## src/shared/mlt_regs.svh

```systemverilog
`ifndef MLT_REGS_SVH
`define MLT_REGS_SVH

// ==========================================================
// Register byte offsets on the user slave port
`define MLT_VERSION_ADDR 8'h40
`define MLT_TSTCTL_ADDR 8'h41
`define MLT_MACCTL_ADDR 8'h43
`define MLT_RXSTS_ADDR 8'h4a
`define MLT_TXSTS_ADDR 8'h4b
`define MLT_CNT_BASE 8'h4c
`define MLT_CNT_END 8'h70
`define MLT_HSTS_ADDR 8'h72
`define MLT_CNT_NUM 19
`define MLT_RX_EV_NUM 12
`define MLT_TX_EV_NUM 7

// ==========================================================
// Fields and reset values
`define MLT_SWAP_BIT 0
`define MLT_DRV_EN_BIT 1
`define MLT_TSTCTL_RESET 8'h00
`define MLT_MACCTL_RESET 8'h00
// Arbitrary identification value.
`define MLT_VERSION 8'h01

// ==========================================================
// Frame layout and timing
`define MLT_FIFO_AW 9
`define MLT_FIFO_DEPTH 512
`define MLT_RAM_DW 9
`define MLT_PREAMBLE 8'h55
`define MLT_SFD 8'hd5
`define MLT_SFD_IDX 7'd7
`define MLT_PRE_LEN 7'd8
`define MLT_FCS_START 7'd68
`define MLT_FRAME_LAST 7'd71
`define MLT_DATA_LEN 7'd60
`define MLT_MON_LEN 7'd64
`define MLT_ADDR_LEN 10'd6
`define MLT_HDR_LEN 10'd12
`define MLT_CRC_POLY 32'hedb88320
`define MLT_CRC_INIT 32'hffffffff
`define MLT_CRC_RESIDUE 32'hdebb20e3
`define MLT_CLK_MHZ 25
`define MLT_GAP_NS 960
`define MLT_GAP_CYC ((`MLT_GAP_NS * `MLT_CLK_MHZ + 999) / 1000)

`endif

```

## src/shared/mlt_pkg.sv

```systemverilog
package mlt_pkg;
  typedef enum logic [1:0] {
    LB_IDLE = 2'b00,
    LB_FETCH = 2'b01,
    LB_WAIT = 2'b10,
    LB_SEND = 2'b11
  } mlt_lb_state_t;
  typedef enum logic [1:0] {
    DRV_IDLE = 2'b00,
    DRV_SEND = 2'b01,
    DRV_GAP = 2'b10
  } mlt_drv_state_t;
  typedef enum logic {
    MON_HUNT = 1'b0,
    MON_DATA = 1'b1
  } mlt_mon_state_t;
endpackage

```

## src/shared/mlt_ram_if.sv

```systemverilog
`timescale 1ns/10ps
`include "mlt_regs.svh"
interface mlt_ram_if;
  logic ce;
  logic wrEn;
  logic [`MLT_FIFO_AW-1:0] wrAddr;
  logic [`MLT_FIFO_AW-1:0] rdAddr;
  logic [`MLT_RAM_DW-1:0] wrData;
  logic [`MLT_RAM_DW-1:0] rdData;
  modport owner(output ce, wrEn, wrAddr, rdAddr, wrData, input rdData);
  modport store(input ce, wrEn, wrAddr, rdAddr, wrData, output rdData);
endinterface

```

## src/logic/mlt_fifo_ram.sv

```systemverilog
`timescale 1ns/10ps
`include "mlt_regs.svh"
module mlt_fifo_ram (
  input wire logic clk,
  mlt_ram_if.store bus
);
  logic [`MLT_RAM_DW-1:0] mem [`MLT_FIFO_DEPTH];

  // Read data is registered so the array maps onto block memory.
  always_ff @(posedge clk) begin
    if (bus.ce) begin
      if (bus.wrEn) begin
        mem[bus.wrAddr] <= bus.wrData;
      end
      bus.rdData <= mem[bus.rdAddr];
    end
  end
endmodule

```

## src/logic/mlt_loopback_harness.sv

```systemverilog
`timescale 1ns/10ps
`include "mlt_regs.svh"
// What this block does
// - Loop received frames through FIFO to transmit.
// - Optionally swap destination and source addresses.
// - Driver repeats stored frame with gap.
// - Select pin picks driver or external port.
// - Monitor flags returning frame mismatches.
// - Sixteen-bit counters count statistics events.
// - Control and status registers on slave port.
// - Registers are bytes; counters split low/high.
// - Low byte read clears whole counter.
module mlt_loopback_harness (
  input wire logic clk,
  input wire logic reset_n,
  input wire logic ce,
  input wire logic [7:0] rxData,
  input wire logic rxValid,
  input wire logic rxEof,
  output logic [7:0] txData,
  output logic txValid,
  output logic txEof,
  input wire logic txReady,
  input wire logic [`MLT_RX_EV_NUM-1:0] rxStatEv,
  input wire logic [`MLT_TX_EV_NUM-1:0] txStatEv,
  input wire logic [7:0] macRxStatus,
  input wire logic [7:0] macTxStatus,
  output logic [7:0] macControl,
  input wire logic [7:0] usAddr,
  input wire logic usWrite,
  input wire logic usRead,
  input wire logic [7:0] usWdata,
  output logic [7:0] usRdata,
  input wire logic extSelect,
  input wire logic [7:0] extTxData,
  input wire logic extTxEn,
  output logic [7:0] linkTxData,
  output logic linkTxEn,
  input wire logic [7:0] linkRxData,
  input wire logic linkRxDv,
  output logic monFail
);
  // ==========================================================
  // Shared decoding
  function automatic logic [31:0] crcByte(input logic [31:0] c,
                                         input logic [7:0] d);
    logic [31:0] r;
    r = c ^ {24'h0, d};
    for (int b = 0; b < 8; b++) begin
      r = r[0] ? ((r >> 1) ^ `MLT_CRC_POLY) : (r >> 1);
    end
    return r;
  endfunction

  // Stored test frame without preamble or check sequence.
  function automatic logic [7:0] romByte(input logic [6:0] i);
    if (i == 7'd0 || i == 7'd6 || i == 7'd11) begin
      return 8'h02;
    end
    if (i == 7'd5) begin
      return 8'h01;
    end
    if (i == 7'd13) begin
      return 8'h2e;
    end
    return (i < 7'd14) ? 8'h00 : {1'b0, i};
  endfunction

  function automatic logic [9:0] swapIdx(input logic [9:0] k,
                                         input logic sw);
    if (!sw || k >= `MLT_HDR_LEN) begin
      return k;
    end
    return (k < `MLT_ADDR_LEN) ? k + `MLT_ADDR_LEN : k - `MLT_ADDR_LEN;
  endfunction

  logic [7:0] testControl;
  logic [7:0] rxStatus;
  logic [7:0] txStatus;
  logic overflow;
  wire swapEn = testControl[`MLT_SWAP_BIT];
  wire drvEnable = testControl[`MLT_DRV_EN_BIT];

  // ==========================================================
  // Loopback FIFO, write side
  mlt_ram_if ramBus();
  mlt_fifo_ram ram (
    .clk(clk),
    .bus(ramBus.store)
  );
  logic [`MLT_FIFO_AW:0] wrPtr;
  logic [`MLT_FIFO_AW:0] commitPtr;
  logic [`MLT_FIFO_AW:0] frameBase;
  logic [`MLT_FIFO_AW:0] txIndex;
  logic dropping;
  mlt_pkg::mlt_lb_state_t lbState;
  wire fifoFull = (wrPtr - frameBase) == 10'(`MLT_FIFO_DEPTH);
  // A frame that overflows is dropped whole, so a torn frame never loops.
  wire rxBad = dropping || fifoFull;
  wire [`MLT_FIFO_AW:0] next_wrPtr = !rxValid ? wrPtr :
    rxBad ? (rxEof ? commitPtr : wrPtr) : wrPtr + 10'd1;
  wire frameReady = commitPtr != frameBase;
  wire [`MLT_FIFO_AW:0] srcIdx = swapIdx(txIndex, swapEn);
  assign ramBus.ce = ce;
  assign ramBus.wrEn = rxValid && !rxBad;
  assign ramBus.wrAddr = wrPtr[`MLT_FIFO_AW-1:0];
  assign ramBus.wrData = {rxEof, rxData};
  assign ramBus.rdAddr = `MLT_FIFO_AW'(frameBase + srcIdx);

  always_ff @(posedge clk or negedge reset_n) begin
    if (!reset_n) begin
      wrPtr <= '0;
      commitPtr <= '0;
      dropping <= 1'b0;
    end else if (ce) begin
      wrPtr <= next_wrPtr;
      if (rxValid && rxEof && !rxBad) begin
        commitPtr <= wrPtr + 10'd1;
      end
      if (rxValid) begin
        dropping <= rxBad && !rxEof;
      end
    end
  end

  // ==========================================================
  // Loopback FIFO, read side toward the transmit client
  always_ff @(posedge clk or negedge reset_n) begin
    if (!reset_n) begin
      lbState <= mlt_pkg::LB_IDLE;
      frameBase <= '0;
      txIndex <= '0;
      txData <= 8'h00;
      txValid <= 1'b0;
      txEof <= 1'b0;
    end else if (ce) begin
      unique case (lbState)
        mlt_pkg::LB_IDLE: begin
          txIndex <= '0;
          if (frameReady) begin
            lbState <= mlt_pkg::LB_FETCH;
          end
        end
        mlt_pkg::LB_FETCH: lbState <= mlt_pkg::LB_WAIT;
        mlt_pkg::LB_WAIT: begin
          {txEof, txData} <= ramBus.rdData;
          txValid <= 1'b1;
          lbState <= mlt_pkg::LB_SEND;
        end
        mlt_pkg::LB_SEND: begin
          if (txReady) begin
            txValid <= 1'b0;
            txIndex <= txIndex + 10'd1;
            if (txEof) begin
              frameBase <= frameBase + txIndex + 10'd1;
              lbState <= mlt_pkg::LB_IDLE;
            end else begin
              lbState <= mlt_pkg::LB_FETCH;
            end
          end
        end
      endcase
    end
  end

  // ==========================================================
  // Packet driver toward the secondary link
  mlt_pkg::mlt_drv_state_t drvState;
  logic [6:0] drvIndex;
  logic [31:0] drvCrc;
  logic [7:0] gapCount;
  wire [6:0] drvRomIdx = drvIndex - `MLT_PRE_LEN;
  wire [1:0] fcsSel = 2'(drvIndex - `MLT_FCS_START);
  wire [31:0] drvFcs = ~drvCrc;
  wire drvInData = drvIndex >= `MLT_PRE_LEN && drvIndex < `MLT_FCS_START;
  wire [7:0] drvByte = (drvIndex < `MLT_SFD_IDX) ? `MLT_PREAMBLE :
    (drvIndex == `MLT_SFD_IDX) ? `MLT_SFD :
    drvInData ? romByte(drvRomIdx) : drvFcs[{fcsSel, 3'b000} +: 8];
  wire drvActive = drvState == mlt_pkg::DRV_SEND;

  always_ff @(posedge clk or negedge reset_n) begin
    if (!reset_n) begin
      drvState <= mlt_pkg::DRV_IDLE;
      drvIndex <= 7'd0;
      drvCrc <= `MLT_CRC_INIT;
      gapCount <= 8'h00;
    end else if (ce) begin
      unique case (drvState)
        mlt_pkg::DRV_IDLE: begin
          drvIndex <= 7'd0;
          drvCrc <= `MLT_CRC_INIT;
          if (drvEnable) begin
            drvState <= mlt_pkg::DRV_SEND;
          end
        end
        mlt_pkg::DRV_SEND: begin
          drvIndex <= drvIndex + 7'd1;
          if (drvInData) begin
            drvCrc <= crcByte(drvCrc, drvByte);
          end
          if (drvIndex == `MLT_FRAME_LAST) begin
            gapCount <= 8'(`MLT_GAP_CYC);
            drvState <= mlt_pkg::DRV_GAP;
          end
        end
        mlt_pkg::DRV_GAP: begin
          gapCount <= gapCount - 8'h01;
          if (gapCount == 8'h01) begin
            drvState <= mlt_pkg::DRV_IDLE;
          end
        end
        default: drvState <= mlt_pkg::DRV_IDLE;
      endcase
    end
  end

  always_ff @(posedge clk or negedge reset_n) begin
    if (!reset_n) begin
      linkTxData <= 8'h00;
      linkTxEn <= 1'b0;
    end else if (ce) begin
      linkTxData <= extSelect ? extTxData : drvByte;
      linkTxEn <= extSelect ? extTxEn : drvActive;
    end
  end

  // ==========================================================
  // Monitor on the returning link
  mlt_pkg::mlt_mon_state_t monState;
  logic [6:0] monIndex;
  logic [31:0] monCrc;
  wire [9:0] monSrc = swapIdx({3'b000, monIndex}, swapEn);
  wire [7:0] monExpect = romByte(monSrc[6:0]);
  wire monInData = monState == mlt_pkg::MON_DATA;
  wire badByte = linkRxDv && monIndex < `MLT_DATA_LEN &&
    linkRxData != monExpect;
  wire badEnd = !linkRxDv &&
    (monIndex != `MLT_MON_LEN || monCrc != `MLT_CRC_RESIDUE);
  wire mismatch = ce && monInData && (badByte || badEnd);

  always_ff @(posedge clk or negedge reset_n) begin
    if (!reset_n) begin
      monState <= mlt_pkg::MON_HUNT;
      monIndex <= 7'd0;
      monCrc <= `MLT_CRC_INIT;
      monFail <= 1'b0;
    end else if (ce) begin
      monFail <= monFail || mismatch;
      unique case (monState)
        mlt_pkg::MON_HUNT: begin
          monIndex <= 7'd0;
          monCrc <= `MLT_CRC_INIT;
          if (linkRxDv && linkRxData == `MLT_SFD) begin
            monState <= mlt_pkg::MON_DATA;
          end
        end
        mlt_pkg::MON_DATA: begin
          if (linkRxDv) begin
            monCrc <= crcByte(monCrc, linkRxData);
            if (monIndex != 7'h7f) begin
              monIndex <= monIndex + 7'd1;
            end
          end else begin
            monState <= mlt_pkg::MON_HUNT;
          end
        end
      endcase
    end
  end

  // ==========================================================
  // Register file on the user slave port
  wire [`MLT_CNT_NUM-1:0] statEv = {txStatEv, rxStatEv};
  logic [15:0] cnt [`MLT_CNT_NUM];
  wire [7:0] cntOff = usAddr - `MLT_CNT_BASE;
  wire cntHit = usAddr >= `MLT_CNT_BASE && usAddr <= `MLT_CNT_END + 8'h1;
  wire [15:0] cntWord = cnt[cntOff[5:1]];
  wire [7:0] cntByte = cntOff[0] ? cntWord[15:8] : cntWord[7:0];
  wire rdRxSts = usRead && usAddr == `MLT_RXSTS_ADDR;
  wire rdTxSts = usRead && usAddr == `MLT_TXSTS_ADDR;
  wire [7:0] regByte = cntHit ? cntByte :
    (usAddr == `MLT_VERSION_ADDR) ? `MLT_VERSION :
    (usAddr == `MLT_TSTCTL_ADDR) ? testControl :
    (usAddr == `MLT_MACCTL_ADDR) ? macControl :
    (usAddr == `MLT_RXSTS_ADDR) ? rxStatus :
    (usAddr == `MLT_TXSTS_ADDR) ? txStatus :
    (usAddr == `MLT_HSTS_ADDR) ? {6'h00, overflow, monFail} : 8'h00;

  for (genvar i = 0; i < `MLT_CNT_NUM; i++) begin : g_cnt
    // Clear wins over nothing; an event in the clearing cycle still counts.
    wire clrLow = usRead && usAddr == `MLT_CNT_BASE + 8'(2 * i);
    always_ff @(posedge clk or negedge reset_n) begin
      if (!reset_n) begin
        cnt[i] <= 16'h0000;
      end else if (ce) begin
        cnt[i] <= (clrLow ? 16'h0000 : cnt[i]) + {15'h0000, statEv[i]};
      end
    end
  end

  always_ff @(posedge clk or negedge reset_n) begin
    if (!reset_n) begin
      testControl <= `MLT_TSTCTL_RESET;
      macControl <= `MLT_MACCTL_RESET;
      rxStatus <= 8'h00;
      txStatus <= 8'h00;
      overflow <= 1'b0;
      usRdata <= 8'h00;
    end else if (ce) begin
      if (usWrite && usAddr == `MLT_TSTCTL_ADDR) begin
        testControl <= usWdata;
      end
      if (usWrite && usAddr == `MLT_MACCTL_ADDR) begin
        macControl <= usWdata;
      end
      rxStatus <= (rdRxSts ? 8'h00 : rxStatus) | macRxStatus;
      txStatus <= (rdTxSts ? 8'h00 : txStatus) | macTxStatus;
      overflow <= overflow || (rxValid && fifoFull);
      if (usRead) begin
        usRdata <= regByte;
      end
    end
  end

  wire [15:0] cnt0 = cnt[0];
  wire lowRead0 = usRead && usAddr == `MLT_CNT_BASE;
endmodule

```

## config.mk

```make
export PLATFORM = sky130hd
export DESIGN_NAME = mlt_loopback_harness
export DESIGN_NICKNAME = d
export VERILOG_FILES = /design/src/shared/mlt_pkg.sv /design/src/shared/mlt_ram_if.sv /design/src/logic/mlt_fifo_ram.sv /design/src/logic/mlt_loopback_harness.sv
export VERILOG_INCLUDE_DIRS = /design/src /design/src/shared
export SDC_FILE = /design/constraint.sdc
export NUM_CORES = 2
export LEC_CHECK = 0
export BUFFER_PORTS_ARGS = -buffer_cell sky130_fd_sc_hd__buf_2
export CORE_AREA = 3 3 554 694
export CTS_CLUSTER_SIZE = 20
export DETAILED_ROUTE_END_ITERATION = 6
export DIE_AREA = 0 0 557 697
export PLACE_DENSITY = 0.72
export SYNTH_ARGS = -nofsm -noshare
export SYNTH_HDL_FRONTEND = slang
export SYNTH_MEMORY_MAX_BITS = 65536
export SYNTH_SLANG_ARGS = --single-unit
```

## constraint.sdc

```tcl
create_clock -name clk -period 5.7 [get_ports clk]
set_clock_uncertainty 0.2 [all_clocks]
set_input_delay 1.14 -clock clk [delete_from_list [all_inputs] [get_ports clk]]
set_output_delay 1.14 -clock clk [all_outputs]
set_load 0.1 [all_outputs]
```

==> reports/qor.yml <==
synthesis:
  synth_area_per_cell_sq_um: 19.85
  synth_nets: 10660
  postSynth.topFlopCell: "edfxtp_1"
  synthArstFlopShare_pct: 9.718
  synth_cell_types: 84
  yosysWarnings: 0
  synth_edf_count: 4617
  netlist.area_leader.share_pct: 66.70
  synth_common_cells: "edfxtp_1 (4617), mux4_2 (1593), nor2_1 (759)"
  seq_area_frac_synth_pct: 72.73
  ys_ff_latch: 5114
  syn_area_sq_um: 207800
  yosys.area.top_type: "edfxtp_1"
  synthTopCellsByArea: "edfxtp_1 (67%), mux4_2 (17%), dfrtp_1 (5.2%)"
  yosysMostFrequentCell: "edfxtp_1"
  synth_cells: 10470
critical_path:
  cp_data_arrival_time_ps: 6190
  worst-path-max-fanout: 14
  critical_path.slowest_cell: "fa_4"
  rrSetupSlack_ps: 30
  cp_num_cells: 16
  start_kind: "flip-flop"
  crit_top_cell: "mux4_2"
  rr_worst_depth: 16
  critPathCapture: "ram.bus.rdData[3]"
  reg2reg_to: "ram.bus.rdData[3]"
  r2r-start: "txIndex[6]"
  cp-end-kind: "flip-flop"
  worstSetupStartpoint: "txIndex[6]"
  critPathKind: "reg2reg"
  crit_required_ps: 6220
  cpPeakStageDelay_ps: 850
  crit_chain: "nor4_1 > buf_4 > nand2_1 > inv_1 > nand3_1 > xnor2_1 > fa_4 > buf_4 > buf_16 > buf_6 > mux4_2 > mux4_2 > mux4_2 > mux2_2 > o211ai_1 > o21ai_0"
  crit_family: "multiplexers"
  path_buf_inv: 5
floorplanning:
  die_y_microns: 697
  fp.dieW_microns: 557
  design.die.area_sq_um: 388200
  core-area_sq_um: 378900
  io_pins: 122
  start_util_pct: 54.85
  rows: 253
global_routing:
  antenna_found_initial: 30
  grt_pass1_wl_microns: 762900
  first_global_vias: 109500
  grt_remaining_overflow: 0
  grt_max_degree: 218
  grt.total_usage_pct: 26.67
power_and_ir_drop:
  p_comb_share_pct: 40.0
  internal_power_uw: 83240
  power.switching_uw: 40490
  power.leakage_uw: 0.07553
  peakVddDrop_uv: 462.3
  switching_share_pct: 32.73
  p_per_area_nw_per_um2: 525.7
  seqPwrFrac_pct: 34.5
  clkPwrFrac_pct: 25.6
clock_network:
  cts_root_buffer: "clkbuf_16"
  cts_sinks: 5114
  clock_path_buffers: 4
  clk_latency_ps: 1030
  htree_levels: 5
  cts_tree: "built"
  cts.clk_slew.worst_paths_ps: 70
  cts_buffers: 463
timing:
  setup_slack_ps: 32.01
  post-route-period-util_pct: 99.44
  max_slew_margin_pct: 1.591
  finalSetupViolCount: 0
  finalHoldViolations: 0
  rsz0062_at_grt: "yes"
  fmax_mhz: 176.4
  maxSlewViolCount: 0
  finalCriticalPeriod_ps: 5668
  hold_slack_ps: 186.3
  worstMarginPinSlew_ps: 1476
place:
  place.gp.congestion: 0.8903
  placed_area_sq_um: 219600
  dpl_worst_slack_ps: -230.4
  hpwl_microns: 322100
  dp.cells: 15700
  numPortBuffers: 121
drt:
  drtIter0Drc: 13850
  wl_microns: 517100
  routed_via_density: 6.524
  dr.pass1.iters: 7
  ant_nets: 0
  wire_per_inst_microns: 31.19
  drc: 1
  vias: 108200
final_layout:
  nNetsFinal: 11390
  final_cell_area_sq_um: 235400
  area_growth_pct: 13.24
  fin_cells: 16580
  nFillCells: 25070
  drive_gt1_share_pct: 28.83
min_path:
  hold_class: "in2reg"
outcome:
  violations: "design-rule violations"
  outcome: "complete, but fails checks"
run:
  maxCapViolCount: 0
[sequential cells by signal (all words and copies together) (netlist names), 8 cells and up]
signal and cells:
monCrc 32, macControl 8, cnt 288, usRdata 8, testControl 8, frameBase 10, linkTxData 8, txData 8
wrPtr 10, drvCrc 32, rxStatus 8, txIndex 10, gapCount 8, commitPtr 10, ram.mem 4608, ram.bus.rdData 9
txStatus 8, cnt0 16
[final cells by class]
| class | count | area (sq um) | area share (%) |
|---|---|---|---|
| repair buffers | 844 | 7789 | 3.309 |
| diodes | 13 | 32.53 | 0.01382 |
| multi-input cells | 4709 | 54530 | 23.17 |
| clock buffers | 555 | 12100 | 5.140 |
| inverters | 67 | 251.5 | 0.1069 |
| flip-flops and latches | 5114 | 151200 | 64.23 |
| clock inverters | 305 | 3272 | 1.390 |
| well taps | 4972 | 6221 | 2.643 |
[layout by cell type, fill, tap and decap left out, drive strengths merged, types with 57 or more instances in the layout]
master  Yosys  final
nor2      760    760
xnor2     167    167
a21oi     203    203
bufinv      0     57
buf       131    839
nand3     213    213
dfrtp     433    433
xor2      107    107
mux4     1593   1593
clkinv      0    194
and3      105    105
dfstp      64     64
nand2     424    424
clkbuf    450    555
ha         98     98
mux2i      69     69
edfxtp   4617   4617
o21ai     352    352
inv        67     87
mux2       94     94
[power by group through the flow]
stage	logic [uW]	registers, uW	clock network, uW
floorplan	30800	43300	0
global placement	48500	43300	0
detailed placement	49200	43400	0
CTS	50000	42600	32000
global route	51400	42700	33400
finish	49500	42600	31600
[routing by layer]
| metal | global-route usage (%) | up-vias | part of all wire (%) |
|---|---|---|---|
| met5 | 0 | - | 0.011 |
| met4 | 10.38 | 8 | 4.4 |
| met3 | 4.119 | 934 | 8.5 |
| met2 | 44.37 | 5609 | 51 |
| met1 | 35.83 | 57240 | 36 |
| li1 | - | 44380 | - |
[kinds of logic (layout without fill, tap and decap cells)]
kind of cell,Yosys count,after routing,synth area share (%)
flops,5114,5114,72.73
mux,1756,1756,18.10
buf+inv,648,1771,1.182
fa+ha+maj,101,101,0.6188
xor+xnor,274,274,1.220
other cells,0,13,0
simple gates,1741,1741,3.722
compound gates,837,837,2.428
[per-stage QoR]
stage                     utilization [%]  total power [uW]  TNS (ps)
after floorplan                         -             74200         0
after global placement              57.97             91880     -3362
after detailed placement            57.97             92570    -873.3
after CTS                           62.09            124600         0
after global routing                62.11            127600    -66.48
final                               62.11            123700         0
[timing repair]
item,4_1_cts,5_1_grt
buffers inserted,2,2
hold buffers,1,0
pin swaps,3,1
resized for setup,14,13
setup endpoints to repair,9,9
cloned,4,0
endpoints found under the hold margin,9,0
[worst min path at each step]
| stage | from | end | slack, ps | cells after the start |
|---|---|---|---|---|
| after floorplan | overflow | overflow | 240 | 1 |
| after global placement | linkTxData[1] | linkTxData[1] | 260 | 1 |
| after detailed placement | linkTxData[1] | linkTxData[1] | 260 | 1 |
| after CTS | macTxStatus[2] | txStatus[2] | 100 | 2 |
| after global routing | macRxStatus[5] | rxStatus[5] | 140 | 2 |
| final | macRxStatus[5] | rxStatus[5] | 190 | 2 |
Power figures use the tool's default switching activity.
